$ cat config.mk
export PLATFORM = sky130hd
export DESIGN_NAME = dma_channel_arbitration_request
export DESIGN_NICKNAME = d
export VERILOG_FILES = /design/src/inc/dma_pkg.sv /design/src/hw/req_catch.sv /design/src/hw/prio_arbiter.sv /design/src/hw/dma_channel_arbitration_request.sv
export SDC_FILE = /design/constraint.sdc
export NUM_CORES = 1
export LEC_CHECK = 0
export BUFFER_PORTS_ARGS = -buffer_cell sky130_fd_sc_hd__buf_4
export CORE_MARGIN = 2
export CORE_UTILIZATION = 61
export CTS_CLUSTER_DIAMETER = 120
export DETAILED_ROUTE_END_ITERATION = 10
export GPL_TIMING_DRIVEN = 0
export PLACE_DENSITY = 0.86
export SYNTH_ARGS = -nofsm -noshare
export SYNTH_HDL_FRONTEND = slang
export SYNTH_SLANG_ARGS = --single-unit
export TNS_END_PERCENT = 20
$ cat constraint.sdc
create_clock -name pclk -period 5.4 [get_ports pclk]
set_clock_uncertainty 0.2 [all_clocks]
set_input_delay 0.27 -clock pclk [delete_from_list [all_inputs] [get_ports pclk]]
set_output_delay 0.27 -clock pclk [all_outputs]
set_load 0.01 [all_outputs]
$ cat src/inc/dma_pkg.sv
// Summary of operation
// - Fixed priority, channel 0 highest, 3 lowest
// - Pick best requester other than current channel
// - New channel starts after bus released
// - Other master's cycle runs before handover
// - No channel switch inside burst or block
// - Read source then write destination, bus held
// - Bus controller sets wait states and widths
// - Cycle stealing releases bus after each unit
// - Released gaps let other masters run cycles
// - Burst runs units back to back until end
// - Burst holds off higher-priority channels
// - Block mode moves one block per request
// - Pin sampled every cycle after enable write
// - Sampled low level latches pending request
// - Edge mode clears request, then needs high
// - High seen before write end rearms after it
// - Level mode rearms after write completes
// - Accept, transfer, rearm repeats until done
// - Enable bit set by software, cleared on end
// - Active flag low when idle or releasing bus, high while waiting for grant
package dma_pkg;

  localparam int NCH  = 4;
  localparam int CHW  = 2;
  localparam int BLKW = 8;
  localparam int CNTW = 16;

  // APB byte offsets
  localparam logic [7:0] OFF_CTRL0 = 8'h00;
  localparam logic [7:0] OFF_CNT0  = 8'h10;
  localparam logic [7:0] OFF_STAT  = 8'h20;
  localparam logic [7:0] CH_STRIDE = 8'h04;

  // Fields of channel_mode_control_register
  localparam int CTRL_EN_BIT   = 0;
  localparam int CTRL_ACT_BIT  = 1;
  localparam int CTRL_MODE_LSB = 2;
  localparam int CTRL_PIN_BIT  = 4;
  localparam int CTRL_EDGE_BIT = 5;
  localparam int CTRL_BLK_LSB  = 8;

  // Fields of status register
  localparam int STAT_ACT_LSB = 0;
  localparam int STAT_CUR_LSB = 4;
  localparam int STAT_BUS_BIT = 8;

  localparam logic [BLKW-1:0] BLK_RST = 8'h01;
  localparam logic [CNTW-1:0] CNT_RST = 16'h0000;

  typedef enum logic [1:0] {
    XM_STEAL = 2'h0,
    XM_BURST = 2'h1,
    XM_BLOCK = 2'h2
  } xfer_mode_t;

  typedef enum logic [4:0] {
    S_IDLE  = 5'h01,
    S_GNT   = 5'h02,
    S_READ  = 5'h04,
    S_WRITE = 5'h08,
    S_REL   = 5'h10
  } dma_state_t;

endpackage : dma_pkg

$ cat src/hw/req_catch.sv
`timescale 1ns/1ps
module req_catch
  import dma_pkg::*;
(
  // Clock and reset
  input  wire logic pclk,
  input  wire logic presetn,
  // Pin
  input  wire logic ext_req_pin_n,
  // Control
  input  wire logic sample_en,
  input  wire logic edge_mode,
  input  wire logic activate,
  input  wire logic write_done,
  // Result
  output logic      pending
);

  logic sync1_r;
  logic sync2_r;
  logic pend_r;
  logic accept_r;
  logic hi_seen_r;
  logic done_seen_r;

  always_ff @(posedge pclk or negedge presetn) begin
    if (!presetn) begin
      sync1_r <= 1'b1;
      sync2_r <= 1'b1;
    end else begin
      sync1_r <= ext_req_pin_n;
      sync2_r <= sync1_r;
    end
  end

  always_ff @(posedge pclk or negedge presetn) begin
    if (!presetn) begin
      pend_r      <= 1'b0;
      accept_r    <= 1'b1;
      hi_seen_r   <= 1'b0;
      done_seen_r <= 1'b0;
    end else if (!sample_en) begin
      pend_r      <= 1'b0;
      accept_r    <= 1'b1;
      hi_seen_r   <= 1'b0;
      done_seen_r <= 1'b0;
    end else if (activate) begin
      pend_r      <= 1'b0;
      accept_r    <= 1'b0;
      hi_seen_r   <= 1'b0;
      done_seen_r <= 1'b0;
    end else if (accept_r) begin
      if (!sync2_r) begin
        pend_r <= 1'b1;
      end
    end else begin
      if (sync2_r) begin
        hi_seen_r <= 1'b1;
      end
      if (write_done) begin
        done_seen_r <= 1'b1;
      end
      // Edge mode also needs the pin back high first
      if ((write_done || done_seen_r) && (!edge_mode || sync2_r || hi_seen_r)) begin
        accept_r <= 1'b1;
      end
    end
  end

  assign pending = pend_r;

endmodule : req_catch

$ cat src/hw/prio_arbiter.sv
`timescale 1ns/1ps
module prio_arbiter
  import dma_pkg::*;
(
  // Requests
  input  wire logic [NCH-1:0] req,
  input  wire logic           excl_vld,
  input  wire logic [CHW-1:0] excl_ch,
  // Choice
  output logic                pick_vld,
  output logic [CHW-1:0]      pick_ch
);

  function automatic logic [CHW-1:0] lowest_set(input logic [NCH-1:0] v);
    lowest_set = '0;
    for (int i = NCH - 1; i >= 0; i--) begin
      if (v[i]) begin
        lowest_set = CHW'(i);
      end
    end
  endfunction : lowest_set

  logic [NCH-1:0] others;

  always_comb begin
    others = req;
    if (excl_vld) begin
      others[excl_ch] = 1'b0;
    end
  end

  // Lowest index wins; the current channel only when alone
  assign pick_vld = |req;
  assign pick_ch  = (|others) ? lowest_set(others) : lowest_set(req);

endmodule : prio_arbiter

$ cat src/hw/dma_channel_arbitration_request.sv
`timescale 1ns/1ps
module dma_channel_arbitration_request
  import dma_pkg::*;
(
  // Clock and reset
  input  wire logic             pclk,
  input  wire logic             presetn,
  // APB slave
  input  wire logic             psel,
  input  wire logic             penable,
  input  wire logic             pwrite,
  input  wire logic [7:0]       paddr,
  input  wire logic [31:0]      pwdata,
  output logic [31:0]           prdata,
  output logic                  pready,
  output logic                  pslverr,
  // External request pins
  input  wire logic [NCH-1:0]   ext_req_pin_n,
  // Bus controller
  output logic                  bus_req,
  input  wire logic             bus_gnt,
  input  wire logic             other_req,
  output logic                  cyc_req,
  output logic                  cyc_write,
  output logic [CHW-1:0]        cyc_ch,
  output logic [31:0]           cyc_wdata,
  input  wire logic             cyc_ack,
  input  wire logic [31:0]      cyc_rdata
);

  dma_state_t         state_r;
  dma_state_t         state_nxt;
  logic [NCH-1:0]     en_r;
  xfer_mode_t         mode_r   [NCH];
  logic [NCH-1:0]     pin_en_r;
  logic [NCH-1:0]     edge_r;
  logic [BLKW-1:0]    blk_r    [NCH];
  logic [CNTW-1:0]    cnt_r    [NCH];
  logic [CHW-1:0]     cur_ch_r;
  logic               have_last_r;
  logic [BLKW-1:0]    blk_left_r;
  logic [31:0]        rd_buf_r;
  logic [NCH-1:0]     pin_pend;
  logic [NCH-1:0]     pend;
  logic [NCH-1:0]     act_pulse;
  logic [NCH-1:0]     wr_pulse;
  logic [NCH-1:0]     act_flag;
  logic               arb_vld;
  logic [CHW-1:0]     arb_ch;
  logic               wr_ack;
  logic               cnt_last;
  logic               unit_last;
  logic               apb_wr;
  logic               apb_rd;

  assign apb_wr = psel && penable && pwrite;
  assign apb_rd = psel && !pwrite;
  assign wr_ack = (state_r == S_WRITE) && cyc_ack;
  assign cnt_last = (cnt_r[cur_ch_r] == 16'h0001);

  function automatic logic is_ctrl(input logic [7:0] a);
    is_ctrl = (a >= OFF_CTRL0) && (a < OFF_CNT0) && (a[1:0] == 2'h0);
  endfunction : is_ctrl

  function automatic logic is_cnt(input logic [7:0] a);
    is_cnt = (a >= OFF_CNT0) && (a < OFF_STAT) && (a[1:0] == 2'h0);
  endfunction : is_cnt

  function automatic logic [CHW-1:0] ch_of(input logic [7:0] a, input logic [7:0] base);
    logic [7:0] d;
    d = (a - base) / CH_STRIDE;
    ch_of = d[CHW-1:0];
  endfunction : ch_of

  // Request detection, one per channel
  generate
    for (genvar g = 0; g < NCH; g++) begin : g_req
      req_catch u_req (
        .pclk          (pclk),
        .presetn       (presetn),
        .ext_req_pin_n (ext_req_pin_n[g]),
        .sample_en     (en_r[g] && pin_en_r[g]),
        .edge_mode     (edge_r[g]),
        .activate      (act_pulse[g]),
        .write_done    (wr_pulse[g]),
        .pending       (pin_pend[g])
      );
      // Without pin requests the channel asks on its own
      assign pend[g]      = en_r[g] && (pin_en_r[g] ? pin_pend[g] : 1'b1);
      assign act_pulse[g] = (state_r == S_IDLE) && arb_vld && (arb_ch == CHW'(g));
      assign wr_pulse[g]  = wr_ack && (cur_ch_r == CHW'(g));
      assign act_flag[g]  = (state_r inside {S_GNT, S_READ, S_WRITE})
                            && (cur_ch_r == CHW'(g));
    end
  endgenerate

  prio_arbiter u_arb (
    .req      (pend),
    .excl_vld (have_last_r),
    .excl_ch  (cur_ch_r),
    .pick_vld (arb_vld),
    .pick_ch  (arb_ch)
  );

  // Whether the current unit ends this channel's tenure
  always_comb begin
    unique case (mode_r[cur_ch_r])
      XM_BURST: unit_last = cnt_last || !en_r[cur_ch_r];
      XM_BLOCK: unit_last = cnt_last || (blk_left_r <= 8'h01);
      default:  unit_last = 1'b1;
    endcase
  end

  always_comb begin
    state_nxt = state_r;
    unique case (state_r)
      S_IDLE:  if (arb_vld) state_nxt = S_GNT;
      S_GNT:   if (bus_gnt) state_nxt = S_READ;
      S_READ:  if (cyc_ack) state_nxt = S_WRITE;
      S_WRITE: if (cyc_ack) state_nxt = unit_last ? S_REL : S_READ;
      S_REL:   if (!other_req) state_nxt = S_IDLE;
      default: state_nxt = S_IDLE;
    endcase
  end

  always_ff @(posedge pclk or negedge presetn) begin
    if (!presetn) begin
      state_r <= S_IDLE;
    end else begin
      state_r <= state_nxt;
    end
  end

  // Bus held from grant request through the last write
  assign bus_req   = state_r inside {S_GNT, S_READ, S_WRITE};
  assign cyc_req   = state_r inside {S_READ, S_WRITE};
  assign cyc_write = (state_r == S_WRITE);
  assign cyc_ch    = cur_ch_r;
  assign cyc_wdata = rd_buf_r;

  always_ff @(posedge pclk or negedge presetn) begin
    if (!presetn) begin
      cur_ch_r    <= '0;
      have_last_r <= 1'b0;
    end else if (state_r == S_IDLE && arb_vld) begin
      cur_ch_r    <= arb_ch;
      have_last_r <= 1'b1;
    end
  end

  always_ff @(posedge pclk or negedge presetn) begin
    if (!presetn) begin
      blk_left_r <= BLK_RST;
    end else if (state_r == S_IDLE && arb_vld) begin
      blk_left_r <= blk_r[arb_ch];
    end else if (wr_ack && blk_left_r != 8'h00) begin
      blk_left_r <= blk_left_r - 8'h01;
    end
  end

  always_ff @(posedge pclk or negedge presetn) begin
    if (!presetn) begin
      rd_buf_r <= 32'h0000_0000;
    end else if (state_r == S_READ && cyc_ack) begin
      rd_buf_r <= cyc_rdata;
    end
  end

  // Channel configuration; a write of the enable bit beats the auto clear
  always_ff @(posedge pclk or negedge presetn) begin
    if (!presetn) begin
      en_r     <= '0;
      pin_en_r <= '0;
      edge_r   <= '0;
      for (int i = 0; i < NCH; i++) begin
        mode_r[i] <= XM_STEAL;
        blk_r[i]  <= BLK_RST;
      end
    end else begin
      if (wr_ack && cnt_last) begin
        en_r[cur_ch_r] <= 1'b0;
      end
      if (apb_wr && is_ctrl(paddr)) begin
        en_r[ch_of(paddr, OFF_CTRL0)]     <= pwdata[CTRL_EN_BIT];
        pin_en_r[ch_of(paddr, OFF_CTRL0)] <= pwdata[CTRL_PIN_BIT];
        edge_r[ch_of(paddr, OFF_CTRL0)]   <= pwdata[CTRL_EDGE_BIT];
        mode_r[ch_of(paddr, OFF_CTRL0)]   <=
          xfer_mode_t'(pwdata[CTRL_MODE_LSB +: 2]);
        blk_r[ch_of(paddr, OFF_CTRL0)]    <= pwdata[CTRL_BLK_LSB +: BLKW];
      end
    end
  end

  // Zero count means no limit, so it never ends the channel
  always_ff @(posedge pclk or negedge presetn) begin
    if (!presetn) begin
      for (int i = 0; i < NCH; i++) begin
        cnt_r[i] <= CNT_RST;
      end
    end else begin
      if (wr_ack && cnt_r[cur_ch_r] != CNT_RST) begin
        cnt_r[cur_ch_r] <= cnt_r[cur_ch_r] - 16'h0001;
      end
      if (apb_wr && is_cnt(paddr)) begin
        cnt_r[ch_of(paddr, OFF_CNT0)] <= pwdata[CNTW-1:0];
      end
    end
  end

  // APB answers in the first access cycle
  assign pready  = 1'b1;
  assign pslverr = psel && penable
                   && !(is_ctrl(paddr) || is_cnt(paddr) || paddr == OFF_STAT);

  always_ff @(posedge pclk or negedge presetn) begin
    if (!presetn) begin
      prdata <= 32'h0000_0000;
    end else if (apb_rd && !penable) begin
      prdata <= 32'h0000_0000;
      if (is_ctrl(paddr)) begin
        prdata[CTRL_EN_BIT]           <= en_r[ch_of(paddr, OFF_CTRL0)];
        prdata[CTRL_ACT_BIT]          <= act_flag[ch_of(paddr, OFF_CTRL0)];
        prdata[CTRL_MODE_LSB +: 2]    <= mode_r[ch_of(paddr, OFF_CTRL0)];
        prdata[CTRL_PIN_BIT]          <= pin_en_r[ch_of(paddr, OFF_CTRL0)];
        prdata[CTRL_EDGE_BIT]         <= edge_r[ch_of(paddr, OFF_CTRL0)];
        prdata[CTRL_BLK_LSB +: BLKW]  <= blk_r[ch_of(paddr, OFF_CTRL0)];
      end else if (is_cnt(paddr)) begin
        prdata[CNTW-1:0] <= cnt_r[ch_of(paddr, OFF_CNT0)];
      end else if (paddr == OFF_STAT) begin
        prdata[STAT_ACT_LSB +: NCH] <= act_flag;
        prdata[STAT_CUR_LSB +: CHW] <= cur_ch_r;
        prdata[STAT_BUS_BIT]        <= bus_req;
      end
    end
  end

  // Per-channel pin checks
  generate
    for (genvar g = 0; g < NCH; g++) begin : g_pin_chk

    end
  endgenerate
endmodule : dma_channel_arbitration_request

==> flow_metrics.tcl <==
set metrics [dict create \
    status "completed" \
    post-route-period-util 0.759 \
    tightest_slew_ps 952 \
    multi_input_area_um2 5480 \
    critPathSlowestCell "dfrtp_1" \
    cts_tree "done" \
    period_needed_ps 4100 \
    wirelength_um 34400 \
    crit_type "register to register" \
    crit_chain "buf_2 -> buf_2 -> mux4_2 -> inv_1 -> ha_1 -> nor3b_2 -> and2_2 -> a21oi_1 -> clkbuf_1 -> nand2_1 -> a31oi_1" \
    fin_ws_ps 1300 \
    synthTopCellsByArea "dfrtp_1 42%, mux4_2 9.7%, mux2_2 8.2%, dfstp_2 4.3%, nand2_1 4.1%" \
    clk_pin_slew_ps 60 \
    reg2reg_to "cnt_r[4]" \
    synth_compound_area_frac 0.122 \
    htreeDepth 1 \
    clock.fmax_ghz 0.244 \
    async_flop_share 1.00 \
    root_buffer "clkbuf_16" \
    slew_headroom 0.360 \
    crit_fanout 10 \
    fp-row-count 49 \
    synth_seq_area_share 0.462 \
    drive_above_1_share 0.278 \
    rr_worst_depth 11 \
    yosysWarnings 0 \
    final_util 0.760 \
    critical_path.most_common_cell "buf_2" \
    cp-end-kind "register" \
    gp_congestion 1.00 \
    grt_pass1_wl_um 54000 \
    setup_viol 0 \
    antenna_cells 0 \
    synth_top_area_share 0.419 \
    post_cts_resized 0 \
    synth_top_family_by_area "multiplexers" \
    ys_seq_elements 204 \
    drc 0 \
    synth-simple-area-share 0.126 \
    slowest_delay_ps 500 \
    synthXorXnorAreaFrac 0.0150 \
    viasPerCell 6.65 \
    seqCellArea_um2 5130 \
    synthesis.area_um2 11100 \
    final.setup.tns_ps 0 \
    drtPass1Iterations 6 \
    power.leakage_nw 6.13 \
    postCtsSetupBuffers 0 \
    grt_setup_unrepaired "false" \
    die_h_um 139 \
    finalPower_mw 3.58 \
    synth_mux_area_frac 0.219 \
    max-vdd-ir-drop_uv 230 \
    max-cap-violations 0 \
    rr_startpoint "cyc_ch[1]" \
    synthAdderAreaFrac 0.00564 \
    worstSetupStartpointType "register" \
    power_density_nw_per_um2 263 \
    clkSinkCount 204 \
    antenna_found_initial 0 \
    synth_edf_count 0 \
    io_pins 155 \
    ys.flop_type "dfrtp_1" \
    dp_hpwl_um 22400 \
    fin_nets 1312 \
    cp.required_ps 5540 \
    synthCells 1007 \
    die_area_um2 19300 \
    cts_made_buffers 22 \
    synth_cell_type_count 73 \
    overflow 0 \
    slew_viol_final 0 \
    area_growth_pct 22.6 \
    port_buffers 119 \
    critPathCapture "cnt_r[4]" \
    synth_area_per_cell_um2 11.0 \
    drtIter0Drc 1278 \
    grt_max_degree 122 \
    yosys-top-cells-count "186 x dfrtp_1, 122 x nand2_1, 81 x mux2_2" \
    preCtsSetupSlack_ps 1520 \
    finalHoldViolations 0 \
    fillers 1178 \
    grt_usage 0.356 \
    clk_path_buf_depth 3 \
    grt_pass1_vias 9714 \
    r2r_setup_slack_ps 1300 \
    num_vias 9760 \
    start_util 0.620 \
    post_drt_wl_per_cell_um 23.5 \
    core_area_um2 17900 \
    hold_path.class "input port to register" \
    ctsHoldBuffers 57 \
    synth.most_common_cell "dfrtp_1" \
    arrival_ps 4240 \
    yosysTopAreaCell "dfrtp_1" \
    hold_ws_ps 89.2 \
    die_x_um 139 \
    antenna_left 0 \
    startpoint "cyc_ch[1]" \
    insertion_delay_ps 510 \
]
[through the flow]
step / cells / instance area, um^2
2_1_floorplan: 1022 / 11200
3_3_place_gp: 1370 / 12300
3_5_place_dp: 1371 / 12400
4_1_cts: 1467 / 13600
5_1_grt: 1467 / 13600
6_report: 1467 / 13600
[cell type report]
class | instances | area share
multi-input cells | 702 | 0.403
plain buffers | 78 | 0.0296
repair buffers | 177 | 0.110
inverters | 38 | 0.0105
well taps | 229 | 0.0211
clock buffers | 39 | 0.0489
flip-flops and latches | 204 | 0.377
[placed cells by master, fill, tap and decap left out, types with 38 or more instances in the layout]
master and count:
nand3_1 58, dfrtp_1 186, mux4_2 48, nand2_1 122, inv_1 38, o21ai_0 66, buf_4 137, clkbuf_1 55
mux2_2 81, nor2_1 39, mux2i_1 44, dlygate4sd3_1 57
[layer usage]
layer | wire, um | global-route usage
met5 | 0 | 0
met4 | 1670 | 0.175
met3 | 3560 | 0.0691
met2 | 16900 | 0.586
met1 | 12300 | 0.456
[state kept, by name, indices dropped and copies added (netlist names), 5 cells and up]
| name | cells |
|---|---|
| blk_left_r | 8 |
| blk_r | 32 |
| cnt_r | 64 |
| cyc_wdata | 32 |
| mode_r | 8 |
| prdata | 16 |
| state_r | 5 |
[worst min-delay path by stage]
stage,depth (start not counted),end,start,slack [ps]
after global placement,0,g_req[3].u_req.sync2_r,g_req[3].u_req.sync1_r,150
after global routing,3,prdata[1],psel,100
after detailed placement,0,g_req[1].u_req.sync2_r,g_req[1].u_req.sync1_r,150
after CTS,3,prdata[2],psel,80
final,3,prdata[2],psel,90
after floorplan,0,blk_left_r[1],presetn,-230
[critical path, delay by kind of cell (launching register included)]
kind	cells	cell delay [ps]
muxes	1	470
buffers and inverters	4	1340
adders and majority gates	1	210
AOI/OAI and AO/OA	2	240
and+or+nand+nor	3	970
DFF	1	500
[report_power, final]
part,internal (mW),total (mW),switching (mW)
Sequential,1.60,1.65,0.0560
Clock,0.827,1.43,0.606
Combinational,0.213,0.496,0.283
Total,2.64,3.58,0.945
[cells by family (layout without fill, tap and decap cells)]
family	after synthesis	after routing
and+or+nand+nor	286	286
DFF	204	204
AOI/OAI and AO/OA	202	202
muxes	173	173
buffers and inverters	116	332
xor gates and xnor gates	19	19
adders and majority gates	5	5
other	2	17
Power figures use the tool's default switching activity.
